`config.mk`:
```
export PLATFORM = sky130hd
export DESIGN_NAME = cfgfe_top
export DESIGN_NICKNAME = d
export VERILOG_FILES = /design/src/hw/cfgfe_pkg.sv /design/src/hw/cfgfe_clkdiv.sv /design/src/hw/cfgfe_top.sv
export SDC_FILE = /design/constraint.sdc
export NUM_CORES = 1
export LEC_CHECK = 0
export BUFFER_PORTS_ARGS = -buffer_cell sky130_fd_sc_hd__buf_2
export CORE_ASPECT_RATIO = 0.5
export CORE_MARGIN = 3
export CORE_UTILIZATION = 58
export CTS_BUF_LIST = sky130_fd_sc_hd__clkbuf_8
export CTS_CLUSTER_DIAMETER = 120
export CTS_CLUSTER_SIZE = 28
export DETAILED_ROUTE_END_ITERATION = 10
export GPL_ROUTABILITY_DRIVEN = 1
export PLACE_DENSITY = 0.95
export SYNTH_ARGS = -nofsm -noshare
export SYNTH_HDL_FRONTEND = slang
export SYNTH_SLANG_ARGS = --single-unit
```
`constraint.sdc`:
```
create_clock -name sys_clk -period 6.8 [get_ports sys_clk]
set_input_delay 0.34 -clock sys_clk [delete_from_list [all_inputs] [get_ports sys_clk]]
set_output_delay 0.34 -clock sys_clk [all_outputs]
set_load 0.05 [all_outputs]
```
`src/hw/cfgfe_pkg.sv`:
```
// Package for the clock and front-end configuration register bank.
// Assumes an AXI4-Lite slave with 32-bit data, one register per word.
package cfgfe_pkg;

   // ----------------------------------------------------------------
   // Register indices (byte address is four times the index)
   // ----------------------------------------------------------------
   localparam logic [3:0] IDX_OSC_CTRL = 4'h4;
   localparam logic [3:0] IDX_PROG_DIV = 4'h5;
   localparam logic [3:0] IDX_FAST_SEL = 4'h6;
   localparam logic [3:0] IDX_TRIG_CFG = 4'h7;
   localparam logic [3:0] IDX_DCHG_CFG = 4'h8;
   localparam logic [3:0] IDX_CHG_CFG = 4'h9;
   localparam logic [3:0] IDX_STATUS = 4'ha;
   localparam int NUM_REGS = 16;

   // ----------------------------------------------------------------
   // Field positions
   // ----------------------------------------------------------------
   localparam int OSC_DIS_BIT = 7;
   localparam int OSC_GAIN_BIT = 6;
   localparam int OSC_DIV4_BIT = 5;
   localparam int OSC_RUN_LSB = 0;
   localparam int TRIG_DUMMY_DIS_BIT = 4;
   localparam int TRIG_SYM_EN_BIT = 3;
   localparam int TRIG_INVERT_BIT = 2;
   localparam int TRIG_SEL_LSB = 0;
   localparam int DCHG_UPPER_LSB = 6;
   localparam int DCHG_LOWER_LSB = 4;
   localparam int DCHG_INT_EN_BIT = 3;
   localparam int DCHG_EXT_EN_BIT = 1;
   localparam int DCHG_MEG_BIT = 0;
   localparam int AUX_ACT_BIT = 6;
   localparam int AUX_CAP_BIT = 5;
   localparam int EARLY_OPEN_BIT = 4;
   localparam int PERM_CONN_BIT = 3;
   localparam int EXT_PERM_BIT = 2;
   localparam int CHG_SEL_LSB = 0;

   // ----------------------------------------------------------------
   // Reset values
   // ----------------------------------------------------------------
   localparam logic [7:0] RST_OSC_CTRL = 8'h80;
   localparam logic [7:0] RST_PROG_DIV = 8'h00;
   localparam logic [7:0] RST_FAST_SEL = 8'h01;
   localparam logic [7:0] RST_TRIG_CFG = 8'h00;
   localparam logic [7:0] RST_DCHG_CFG = 8'h00;
   localparam logic [7:0] RST_CHG_CFG = 8'h00;

   // ----------------------------------------------------------------
   // Encodings and timing
   // ----------------------------------------------------------------
   localparam logic [2:0] RUN_OFF = 3'h0;
   localparam logic [2:0] RUN_PERM = 3'h1;
   localparam logic [2:0] RUN_LAT31 = 3'h2;
   localparam logic [2:0] RUN_LAT2 = 3'h3;
   localparam logic [2:0] RUN_LAT1 = 3'h6;
   localparam logic [4:0] LAT_31 = 5'h1f;
   localparam logic [4:0] LAT_2 = 5'h02;
   localparam logic [4:0] LAT_1 = 5'h01;
   localparam logic [2:0] FAST_INT1 = 3'h1;
   localparam logic [2:0] FAST_INT2 = 3'h2;
   localparam logic [2:0] FAST_EXT = 3'h4;
   localparam logic [1:0] RESP_OKAY = 2'h0;
   localparam logic [1:0] RESP_SLVERR = 2'h2;

   typedef enum logic [1:0] {
      WARM_IDLE,
      WARM_WAIT,
      WARM_READY
   } cfgfe_warm_t;

endpackage

```
`src/hw/cfgfe_clkdiv.sv`:
```
// Programmable divider making the memory-programming clock enable.
// Assumes lf_tick is a one-cycle pulse per low-frequency clock period.
`timescale 1ns/1ps
module cfgfe_clkdiv
(
   input wire logic sys_clk,
   input wire logic rst_n,
   input wire logic lf_tick,
   input wire logic [5:0] div_code,
   output logic prog_tick
);

   // ----------------------------------------------------------------
   // Divide by one for code 0, else by twice the code
   // ----------------------------------------------------------------
   logic [6:0] cnt_reg;
   logic [6:0] cnt_next;
   logic [6:0] div_last;
   logic wrap;
   logic tick_reg;

   // Terminal count; code 63 gives 126 periods
   assign div_last = (div_code == 6'h00) ? 7'h00 :
                     7'({div_code, 1'b0} - 7'h01);
   assign wrap = lf_tick && (cnt_reg >= div_last);
   assign cnt_next = wrap ? 7'h00 : 7'(cnt_reg + 7'h01);

   // Counter advances on the low-frequency tick only
   always_ff @(posedge sys_clk or negedge rst_n)
   begin
      if (!rst_n)
      begin
         cnt_reg <= 7'h00;
         tick_reg <= 1'b0;
      end
      else
      begin
         if (lf_tick)
            cnt_reg <= cnt_next;
         tick_reg <= wrap;
      end
   end

   assign prog_tick = tick_reg;

   // ----------------------------------------------------------------
   // Checks
   // ----------------------------------------------------------------
   property p_div_one;
      @(posedge sys_clk) disable iff (!rst_n)
      (lf_tick && div_code == 6'h00) |=> prog_tick;
   endproperty
   a_div_one: assert property (p_div_one)
      else $error("divide by one lost a tick");

   property p_no_tick_idle;
      @(posedge sys_clk) disable iff (!rst_n)
      !lf_tick |=> !prog_tick;
   endproperty
   a_no_tick_idle: assert property (p_no_tick_idle)
      else $error("program tick without low-frequency tick");

endmodule

```
`src/hw/cfgfe_top.sv`:
```
// Clock and front-end configuration register bank with oscillator
// warm-up sequencer and memory-programming clock divider.
// Assumes an AXI4-Lite master on sys_clk and a low-frequency clock
// arriving as a pin that is sampled here.
//
// Function
// - Oscillator disable bit 1 turns the pad clock generator off.
// - Gain trim bit selects low (0) or high (1) oscillator gain.
// - Divide bit 1 makes the oscillator clock the raw rate over 4.
// - Run field: 0 off, 1 permanent, 2/3/6 pulsed, latency 31/2/1.
// - In pulsed mode start the oscillator and wait the latency.
// - Program clock divides low clock by 1 (code 0) to 126 (63).
// - Fast clock select: 1 internal one, 2 internal two, 4 external.
// - Dummy discharge disable 0 runs dummy cycles, 1 does not.
// - Sense invert bit inverts the trigger level to the converter.
// - Upper port discharge resistor: 180k, 90k, 30k, 10k ohm.
// - Lower and special port discharge resistor selected alike.
// - Megohm bit replaces lower and special kilo-ohm paths only.
// - Auxiliary activate bit 1 disables the port pull-downs.
// - Early open bit 1 disconnects the discharge resistor early.
// - Charge resistor select: 180k, 90k, 30k, 10k ohm.
//
// Decided for this implementation: register access over AXI4-Lite.
`timescale 1ns/1ps
module cfgfe_top
(
   input wire logic sys_clk,
   input wire logic rst_n,
   input wire logic [5:0] s_axi_awaddr,
   input wire logic s_axi_awvalid,
   output logic s_axi_awready,
   input wire logic [31:0] s_axi_wdata,
   input wire logic [3:0] s_axi_wstrb,
   input wire logic s_axi_wvalid,
   output logic s_axi_wready,
   output logic [1:0] s_axi_bresp,
   output logic s_axi_bvalid,
   input wire logic s_axi_bready,
   input wire logic [5:0] s_axi_araddr,
   input wire logic s_axi_arvalid,
   output logic s_axi_arready,
   output logic [31:0] s_axi_rdata,
   output logic [1:0] s_axi_rresp,
   output logic s_axi_rvalid,
   input wire logic s_axi_rready,
   input wire logic low_frequency_clock,
   input wire logic measure_request,
   input wire logic trigger_level,
   output logic measure_start,
   output logic pad_oscillator_enable,
   output logic pad_oscillator_gain_trim,
   output logic pad_oscillator_quarter_divide,
   output logic pad_oscillator_internal_a,
   output logic pad_oscillator_internal_b,
   output logic program_clock_tick,
   output logic [2:0] fast_clock_source_select,
   output logic dummy_discharge_enable,
   output logic trigger_dummy_symmetry_enable,
   output logic [1:0] trigger_select,
   output logic converter_level,
   output logic [1:0] upper_port_discharge_resistor,
   output logic [1:0] lower_port_discharge_resistor,
   output logic lower_port_megohm_select,
   output logic internal_discharge_enable,
   output logic external_discharge_enable,
   output logic auxiliary_pulldown_enable,
   output logic auxiliary_internal_cap,
   output logic discharge_early_open,
   output logic discharge_permanent_connect,
   output logic external_discharge_permanent,
   output logic [1:0] charge_resistor_select
);

   // ----------------------------------------------------------------
   // Register index decode, shared by both bus channels
   // ----------------------------------------------------------------
   function automatic logic [3:0] reg_index(input logic [5:0] addr);
      reg_index = addr[5:2];
   endfunction

   function automatic logic idx_mapped(input logic [3:0] idx);
      idx_mapped = (idx >= cfgfe_pkg::IDX_OSC_CTRL) &&
                   (idx <= cfgfe_pkg::IDX_STATUS);
   endfunction

   logic [7:0] osc_reg;
   logic [7:0] div_reg;
   logic [7:0] fast_reg;
   logic [7:0] trig_reg;
   logic [7:0] dchg_reg;
   logic [7:0] chg_reg;

   // ----------------------------------------------------------------
   // Write channel: address and data taken in either order
   // ----------------------------------------------------------------
   logic aw_held_reg;
   logic w_held_reg;
   logic [3:0] aw_idx_reg;
   logic [7:0] w_data_reg;
   logic w_lane_reg;
   logic bvalid_reg;
   logic [1:0] bresp_reg;
   logic aw_take;
   logic w_take;
   logic wr_fire;
   logic [3:0] wr_idx;
   logic [7:0] wr_data;
   logic wr_lane;

   assign s_axi_awready = !aw_held_reg && !bvalid_reg;
   assign s_axi_wready = !w_held_reg && !bvalid_reg;
   assign aw_take = s_axi_awvalid && s_axi_awready;
   assign w_take = s_axi_wvalid && s_axi_wready;
   assign wr_fire = (aw_held_reg || aw_take) && (w_held_reg || w_take);
   assign wr_idx = aw_held_reg ? aw_idx_reg : reg_index(s_axi_awaddr);
   assign wr_data = w_held_reg ? w_data_reg : s_axi_wdata[7:0];
   assign wr_lane = w_held_reg ? w_lane_reg : s_axi_wstrb[0];

   // Hold whichever half arrives first until the other comes
   always_ff @(posedge sys_clk or negedge rst_n)
   begin
      if (!rst_n)
      begin
         aw_held_reg <= 1'b0;
         w_held_reg <= 1'b0;
         aw_idx_reg <= 4'h0;
         w_data_reg <= 8'h00;
         w_lane_reg <= 1'b0;
      end
      else
      begin
         aw_held_reg <= (aw_held_reg || aw_take) && !wr_fire;
         w_held_reg <= (w_held_reg || w_take) && !wr_fire;
         if (aw_take)
            aw_idx_reg <= reg_index(s_axi_awaddr);
         if (w_take)
         begin
            w_data_reg <= s_axi_wdata[7:0];
            w_lane_reg <= s_axi_wstrb[0];
         end
      end
   end

   // Response; unmapped or read-only targets answer with an error
   always_ff @(posedge sys_clk or negedge rst_n)
   begin
      if (!rst_n)
      begin
         bvalid_reg <= 1'b0;
         bresp_reg <= cfgfe_pkg::RESP_OKAY;
      end
      else if (wr_fire)
      begin
         bvalid_reg <= 1'b1;
         bresp_reg <= (idx_mapped(wr_idx) &&
                       wr_idx != cfgfe_pkg::IDX_STATUS) ?
                      cfgfe_pkg::RESP_OKAY : cfgfe_pkg::RESP_SLVERR;
      end
      else if (s_axi_bready)
         bvalid_reg <= 1'b0;
   end

   assign s_axi_bvalid = bvalid_reg;
   assign s_axi_bresp = bresp_reg;

   // ----------------------------------------------------------------
   // Configuration registers; only byte lane 0 carries data
   // ----------------------------------------------------------------
   logic wr_en;
   assign wr_en = wr_fire && wr_lane;

   always_ff @(posedge sys_clk or negedge rst_n)
   begin
      if (!rst_n)
      begin
         osc_reg <= cfgfe_pkg::RST_OSC_CTRL;
         div_reg <= cfgfe_pkg::RST_PROG_DIV;
         fast_reg <= cfgfe_pkg::RST_FAST_SEL;
         trig_reg <= cfgfe_pkg::RST_TRIG_CFG;
         dchg_reg <= cfgfe_pkg::RST_DCHG_CFG;
         chg_reg <= cfgfe_pkg::RST_CHG_CFG;
      end
      else if (wr_en)
      begin
         case (wr_idx)
            cfgfe_pkg::IDX_OSC_CTRL: osc_reg <= wr_data;
            cfgfe_pkg::IDX_PROG_DIV: div_reg <= {2'b00, wr_data[5:0]};
            cfgfe_pkg::IDX_FAST_SEL: fast_reg <= {5'h00, wr_data[2:0]};
            cfgfe_pkg::IDX_TRIG_CFG: trig_reg <= {3'h0, wr_data[4:0]};
            cfgfe_pkg::IDX_DCHG_CFG: dchg_reg <= wr_data;
            cfgfe_pkg::IDX_CHG_CFG: chg_reg <= {1'b0, wr_data[6:0]};
            default: ;
         endcase
      end
   end

   // ----------------------------------------------------------------
   // Low-frequency clock pin: three stages, edge once two agree
   // ----------------------------------------------------------------
   logic [2:0] lf_sync_reg;
   logic lf_level_reg;
   logic lf_tick;

   always_ff @(posedge sys_clk or negedge rst_n)
   begin
      if (!rst_n)
      begin
         lf_sync_reg <= 3'h0;
         lf_level_reg <= 1'b0;
      end
      else
      begin
         lf_sync_reg <= {lf_sync_reg[1:0], low_frequency_clock};
         if (lf_sync_reg[1] == lf_sync_reg[2])
            lf_level_reg <= lf_sync_reg[2];
      end
   end

   // One pulse per rising low-frequency edge
   assign lf_tick = (lf_sync_reg[1] == lf_sync_reg[2]) &&
                    lf_sync_reg[2] && !lf_level_reg;

   // ----------------------------------------------------------------
   // Oscillator run mode and pulsed warm-up sequencer
   // ----------------------------------------------------------------
   logic [2:0] run_mode;
   logic run_perm;
   logic run_pulsed;
   logic [4:0] latency;
   cfgfe_pkg::cfgfe_warm_t warm_reg;
   cfgfe_pkg::cfgfe_warm_t warm_next;
   logic [4:0] warm_cnt_reg;
   logic start_reg;

   assign run_mode = osc_reg[cfgfe_pkg::OSC_RUN_LSB +: 3];
   assign run_perm = (run_mode == cfgfe_pkg::RUN_PERM);
   // Undefined run codes are treated as off
   assign run_pulsed = (run_mode == cfgfe_pkg::RUN_LAT31) ||
                       (run_mode == cfgfe_pkg::RUN_LAT2) ||
                       (run_mode == cfgfe_pkg::RUN_LAT1);
   assign latency = (run_mode == cfgfe_pkg::RUN_LAT31) ? cfgfe_pkg::LAT_31 :
                    (run_mode == cfgfe_pkg::RUN_LAT2) ? cfgfe_pkg::LAT_2 :
                    cfgfe_pkg::LAT_1;

   // Permanent mode starts at once; pulsed waits out the warm-up
   always_comb
   begin
      warm_next = warm_reg;
      case (warm_reg)
         cfgfe_pkg::WARM_IDLE:
            if (measure_request && run_pulsed)
               warm_next = cfgfe_pkg::WARM_WAIT;
         cfgfe_pkg::WARM_WAIT:
            if (!run_pulsed)
               warm_next = cfgfe_pkg::WARM_IDLE;
            else if (lf_tick && warm_cnt_reg == 5'h01)
               warm_next = cfgfe_pkg::WARM_READY;
         cfgfe_pkg::WARM_READY:
            warm_next = cfgfe_pkg::WARM_IDLE;
         default:
            warm_next = cfgfe_pkg::WARM_IDLE;
      endcase
   end

   always_ff @(posedge sys_clk or negedge rst_n)
   begin
      if (!rst_n)
      begin
         warm_reg <= cfgfe_pkg::WARM_IDLE;
         warm_cnt_reg <= 5'h00;
         start_reg <= 1'b0;
      end
      else
      begin
         warm_reg <= warm_next;
         if (warm_reg == cfgfe_pkg::WARM_IDLE)
            warm_cnt_reg <= latency;
         else if (lf_tick && warm_cnt_reg != 5'h00)
            warm_cnt_reg <= warm_cnt_reg - 5'h01;
         start_reg <= (warm_next == cfgfe_pkg::WARM_READY) ||
                      (warm_reg == cfgfe_pkg::WARM_IDLE &&
                       measure_request && run_perm);
      end
   end

   assign measure_start = start_reg;

   // ----------------------------------------------------------------
   // Memory-programming clock divider; rate set by software
   // ----------------------------------------------------------------
   cfgfe_clkdiv u_div
   (
      .sys_clk(sys_clk),
      .rst_n(rst_n),
      .lf_tick(lf_tick),
      .div_code(div_reg[5:0]),
      .prog_tick(program_clock_tick)
   );

   // ----------------------------------------------------------------
   // Front-end controls, registered for glitch-free analog inputs
   // ----------------------------------------------------------------
   logic osc_on_reg;
   logic level_reg;
   logic osc_on_next;

   // Disable bit overrides; pulsed mode only runs while the sequencer is in WARM_WAIT or WARM_READY
   assign osc_on_next = !osc_reg[cfgfe_pkg::OSC_DIS_BIT] &&
                        (run_perm || (run_pulsed &&
                         warm_reg != cfgfe_pkg::WARM_IDLE));

   always_ff @(posedge sys_clk or negedge rst_n)
   begin
      if (!rst_n)
      begin
         osc_on_reg <= 1'b0;
         level_reg <= 1'b0;
      end
      else
      begin
         osc_on_reg <= osc_on_next;
         level_reg <= trigger_level ^
                      trig_reg[cfgfe_pkg::TRIG_INVERT_BIT];
      end
   end

   assign pad_oscillator_enable = osc_on_reg;
   assign pad_oscillator_gain_trim = osc_reg[cfgfe_pkg::OSC_GAIN_BIT];
   assign pad_oscillator_quarter_divide =
      osc_reg[cfgfe_pkg::OSC_DIV4_BIT];
   assign pad_oscillator_internal_a = osc_reg[4];
   assign pad_oscillator_internal_b = osc_reg[3];
   assign fast_clock_source_select = fast_reg[2:0];
   assign dummy_discharge_enable =
      !trig_reg[cfgfe_pkg::TRIG_DUMMY_DIS_BIT];
   assign trigger_dummy_symmetry_enable =
      trig_reg[cfgfe_pkg::TRIG_SYM_EN_BIT];
   assign trigger_select = trig_reg[cfgfe_pkg::TRIG_SEL_LSB +: 2];
   assign converter_level = level_reg;
   assign upper_port_discharge_resistor =
      dchg_reg[cfgfe_pkg::DCHG_UPPER_LSB +: 2];
   assign lower_port_discharge_resistor =
      dchg_reg[cfgfe_pkg::DCHG_LOWER_LSB +: 2];
   assign lower_port_megohm_select =
      dchg_reg[cfgfe_pkg::DCHG_MEG_BIT];
   assign internal_discharge_enable = dchg_reg[cfgfe_pkg::DCHG_INT_EN_BIT];
   assign external_discharge_enable = dchg_reg[cfgfe_pkg::DCHG_EXT_EN_BIT];
   assign auxiliary_pulldown_enable =
      !chg_reg[cfgfe_pkg::AUX_ACT_BIT];
   assign auxiliary_internal_cap = chg_reg[cfgfe_pkg::AUX_CAP_BIT];
   assign discharge_early_open = chg_reg[cfgfe_pkg::EARLY_OPEN_BIT];
   assign discharge_permanent_connect = chg_reg[cfgfe_pkg::PERM_CONN_BIT];
   assign external_discharge_permanent = chg_reg[cfgfe_pkg::EXT_PERM_BIT];
   assign charge_resistor_select =
      chg_reg[cfgfe_pkg::CHG_SEL_LSB +: 2];

   // ----------------------------------------------------------------
   // Read channel: one read at a time, data from a flip-flop
   // ----------------------------------------------------------------
   logic rvalid_reg;
   logic [31:0] rdata_reg;
   logic [1:0] rresp_reg;
   logic [3:0] rd_idx;
   logic [7:0] rd_mux;
   logic [7:0] status_word;

   // Status shows the live sequencer and oscillator state
   assign status_word = {5'h00, osc_on_reg, warm_reg};
   assign s_axi_arready = !rvalid_reg;
   assign rd_idx = reg_index(s_axi_araddr);
   assign rd_mux = (rd_idx == cfgfe_pkg::IDX_OSC_CTRL) ? osc_reg :
                   (rd_idx == cfgfe_pkg::IDX_PROG_DIV) ? div_reg :
                   (rd_idx == cfgfe_pkg::IDX_FAST_SEL) ? fast_reg :
                   (rd_idx == cfgfe_pkg::IDX_TRIG_CFG) ? trig_reg :
                   (rd_idx == cfgfe_pkg::IDX_DCHG_CFG) ? dchg_reg :
                   (rd_idx == cfgfe_pkg::IDX_CHG_CFG) ? chg_reg :
                   (rd_idx == cfgfe_pkg::IDX_STATUS) ? status_word : 8'h00;

   always_ff @(posedge sys_clk or negedge rst_n)
   begin
      if (!rst_n)
      begin
         rvalid_reg <= 1'b0;
         rdata_reg <= 32'h0000_0000;
         rresp_reg <= cfgfe_pkg::RESP_OKAY;
      end
      else if (s_axi_arvalid && s_axi_arready)
      begin
         rvalid_reg <= 1'b1;
         rdata_reg <= {24'h00_0000, rd_mux};
         rresp_reg <= idx_mapped(rd_idx) ? cfgfe_pkg::RESP_OKAY :
                      cfgfe_pkg::RESP_SLVERR;
      end
      else if (s_axi_rready)
         rvalid_reg <= 1'b0;
   end

   assign s_axi_rvalid = rvalid_reg;
   assign s_axi_rdata = rdata_reg;
   assign s_axi_rresp = rresp_reg;

   // ----------------------------------------------------------------
   // Checks
   // ----------------------------------------------------------------
   property p_osc_disable;
      @(posedge sys_clk) disable iff (!rst_n)
      osc_reg[cfgfe_pkg::OSC_DIS_BIT] |=> !pad_oscillator_enable;
   endproperty
   a_osc_disable: assert property (p_osc_disable)
      else $error("oscillator on while disabled");

   property p_osc_off_mode;
      @(posedge sys_clk) disable iff (!rst_n)
      (run_mode == cfgfe_pkg::RUN_OFF) |=> !pad_oscillator_enable;
   endproperty
   a_osc_off_mode: assert property (p_osc_off_mode)
      else $error("oscillator on in off mode");

   property p_perm_start;
      @(posedge sys_clk) disable iff (!rst_n)
      (warm_reg == cfgfe_pkg::WARM_IDLE && measure_request && run_perm)
      |=> measure_start;
   endproperty
   a_perm_start: assert property (p_perm_start)
      else $error("permanent mode start delayed");

   property p_warm_before_start;
      @(posedge sys_clk) disable iff (!rst_n)
      (measure_start && run_pulsed) |-> $past(warm_reg) ==
         cfgfe_pkg::WARM_WAIT;
   endproperty
   a_warm_before_start: assert property (p_warm_before_start)
      else $error("pulsed start without warm-up");

   property p_invert;
      @(posedge sys_clk) disable iff (!rst_n)
      ##1 converter_level == ($past(trigger_level) ^
                             $past(trig_reg[cfgfe_pkg::TRIG_INVERT_BIT]));
   endproperty
   a_invert: assert property (p_invert)
      else $error("converter level polarity wrong");

   property p_write_lands;
      @(posedge sys_clk) disable iff (!rst_n)
      (wr_en && wr_idx == cfgfe_pkg::IDX_CHG_CFG) |=>
      auxiliary_pulldown_enable == !$past(wr_data[cfgfe_pkg::AUX_ACT_BIT]);
   endproperty
   a_write_lands: assert property (p_write_lands)
      else $error("auxiliary activate write lost");

endmodule

```
==> metrics <==
outcome=finished clean; Placed Cells=559; slowest CP cell=a211oi_2; H-Tree Depth=3; GRT Residual Overflow=0; Reg clk slew, reported paths=0.08 ns; critical path startpoint category=flip-flop; endpoints failing hold=0; CTS resizes=0; post-synthesis sequential area ratio=47.4%; Post-Synthesis Cells=roughly 400; initial antenna violation count=0; CTS tree=done; number of vias in the routed layout=approximately 3300; Setup Skew=0.0130 ns; Post-Route M1 WL=between 4 and 5 mm; number of global-route vias before repair=3109; Switch Pwr=1000 uW; Die W=131 um; clk sinks=86; Synth Warn #=0; Int Power=1170 uW; Area Overhead vs Synth=9.96%; Synth Area per Inst=11.3 um2; first-pass GRT wire length=about 16 mm; Non-Filler Instances=575; CTS root buf=clkbuf_8; relative slew slack=about 30%; Post-CTS Setup Inserts=0; share of flip-flops with an asynchronous set or reset=100%; Tcrit/Tclk final=between 40% and 50%; Synth cell types=54; number of enable flip-flop cells after synthesis=0; CP Buf/Inv Count=1; Setup Viol. Count Final=0; I/O pins=128; worst-margin pin slew=1.05 ns; synthesized area=0.00455 mm2; leakage power=0.00251 uW; CTS max path bufs=2; die height=68.6 um; Critical Path RT=7.09 ns; CTS hold repair buffers=0; post-synthesis register bit count=86; worst-path maximum fanout=5; Worst VDD drop=0.318 mV; share of cells above drive strength 1=32.3%; Highest Clock Rate=349 MHz; highest routing layer actually used=met4; nets@finish=533; area share of the leading cell type in the synthesized netlist=46.2%; Worst EP arrival=about 3.2 ns; DR WL met2=about 4.8 mm; pwr dens=about 430 mW/mm2; Via density=approximately 5.7; Clock Power Share=around 16%; detailed placer's ending HPWL=6.99 mm; pin count of the biggest net entering global routing=87; crit path cell chain=inv_1 -> ha_1 -> nor3b_1 -> nand2_1 -> ha_1 -> nand2b_1 -> a211o_1 -> a211oi_2 -> nor2_1 -> nor2_1; Die ar.=between 0.009 and 0.01 mm2; Antenna Nets Post-Route=0; wire per inst=17.2 um; initial DRC count=300; Fin Setup TNS=0 ns; num rows=22; CTS buffer count=9; sequential share of power=38.3%; Slew Viols, Final=0; clk_lat worst skew=about 0.37 ns; GP Congestion=0.857; GRT Resource Usage Total=22.2%; min Tclk post-route=2.87 ns; Setup crit end kind=flip-flop; synth top area cells=dfrtp_1, mux2_2, buf_4, mux2_4, ha_1; slowest cell delay on critical path=0.43 ns; Residual DRC=0; met3 WL post-DR=~740 um; max_cap viols=0; RSZ-0062 raised after global routing=no; cell family with most CP delay=simple AND/OR/NAND/NOR gates; drt pass-1 iters=6; PortBufs=70; number of diodes=0; initial core utilization=61.0%; cell taking the most area after synthesis=dfrtp_1; Sw Share=46.2%; crit path kind=flip-flop to flip-flop; total core area=0.00746 mm2; ys flop type=dfrtp_1; combinational share of power=45.9%; Routed WL=around 9.9 mm; Hold WC Path Type=input pin to flip-flop
## routing by layer
metal | vias up | global-route usage, %
met4 | 0 | 10.3
li1 | 1499 | -
met3 | 36 | 5.51
met2 | 152 | 39.6
met1 | 1594 | 26.4
met5 | - | 0
## through the flow
step | instance area [um2] | hold WS, ns | total power, uW | setup WS, ns | utilization (%)
after CTS | 5000 | 0.0742 | 2160 | 3.96 | 67.1
after global routing | 5000 | 0.0638 | 2280 | 3.82 | 67.1
after floorplan | 4640 | 0.0444 | 1600 | 4.40 | -
final | 5000 | 0.0789 | 2170 | 3.93 | 67.1
after global placement | 4810 | 0.334 | 1750 | 4.18 | 64.5
after detailed placement | 4810 | 0.339 | 1800 | 4.12 | 64.5
## placed cells by master, fill, tap and decap left out, drive strengths merged, types with 6 or more instances in the layout
| master | n |
|---|---|
| ha | 13 |
| clkbuf | 10 |
| nand2b | 8 |
| dfrtp | 84 |
| nor2b | 7 |
| nand3 | 9 |
| o21ai | 11 |
| conb | 26 |
| or3 | 6 |
| a21oi | 16 |
| nor2 | 27 |
| nand2 | 21 |
| inv | 18 |
| mux2 | 60 |
| buf | 70 |
| mux2i | 9 |
## logic make-up after synthesis
kind of cell,synth area share [%]
multiplexers,17.9
adder cells (fa/ha/maj),3.58
AND/OR/NAND/NOR,10.8
buffers and inverters,8.25
flip-flops,47.4
XOR/XNOR,1.54
other,0.0824
AO/OA/AOI/OAI,10.5
## layout make-up
type	count	area (um2)
Clock buffer	10	138
Clock inverter	6	52.6
Fill cell	478	2460
Inverter	15	56.3
Multi-Input combinational cell	280	2110
Sequential cell	86	2150
Tap cell	108	135
Timing Repair Buffer	70	353
## power by group through the flow
stage | Combinational (uW) | Sequential, uW | Clock (uW)
floorplan | 635 | 966 | 0
global placement | 929 | 823 | 0
detailed placement | 967 | 835 | 0
CTS | 992 | 826 | 344
global route | 1060 | 852 | 365
finish | 995 | 831 | 341
## worst paths after layout
| path | slack (ns) | startpoint | cells after the start | to |
|---|---|---|---|---|
| worst min-delay path | 0.08 | low_frequency_clock | 1 | lf_sync_reg[0]$_DFF_PN0_ |
| worst min register to register | 0.35 | lf_sync_reg[0]$_DFF_PN0_ | 0 | lf_sync_reg[1]$_DFF_PN0_ |
| worst max-delay path | 3.93 | div_reg[0]$_DFFE_PN0P_ | 10 | u_div.cnt_reg[5]$_DFFE_PN0P_ |
| min in group asynchronous | 0.15 | rst_n | 1 | converter_level$_DFF_PN0_ |
| max in group asynchronous | 5.98 | rst_n | 1 | div_reg[0]$_DFFE_PN0P_ |
| worst max register to register | 3.93 | div_reg[0]$_DFFE_PN0P_ | 10 | u_div.cnt_reg[5]$_DFFE_PN0P_ |
## synth_stat cells (3+ instances only)
library cell	instances
dfrtp_1	84
mux2_2	46
buf_4	35
nor2_1	27
nand2_1	21
a21oi_1	16
inv_1	15
ha_1	13
mux2_4	13
o21ai_0	11
mux2i_1	9
nand3_1	9
clkbuf_1	8
nand2b_1	8
nor2b_1	6
or3_1	6
a31oi_1	5
nor3_1	5
a32o_1	4
o22a_1	4
xnor2_1	4
xor2_1	4
and2_1	3
o22ai_1	3
Power figures use the tool's default switching activity.
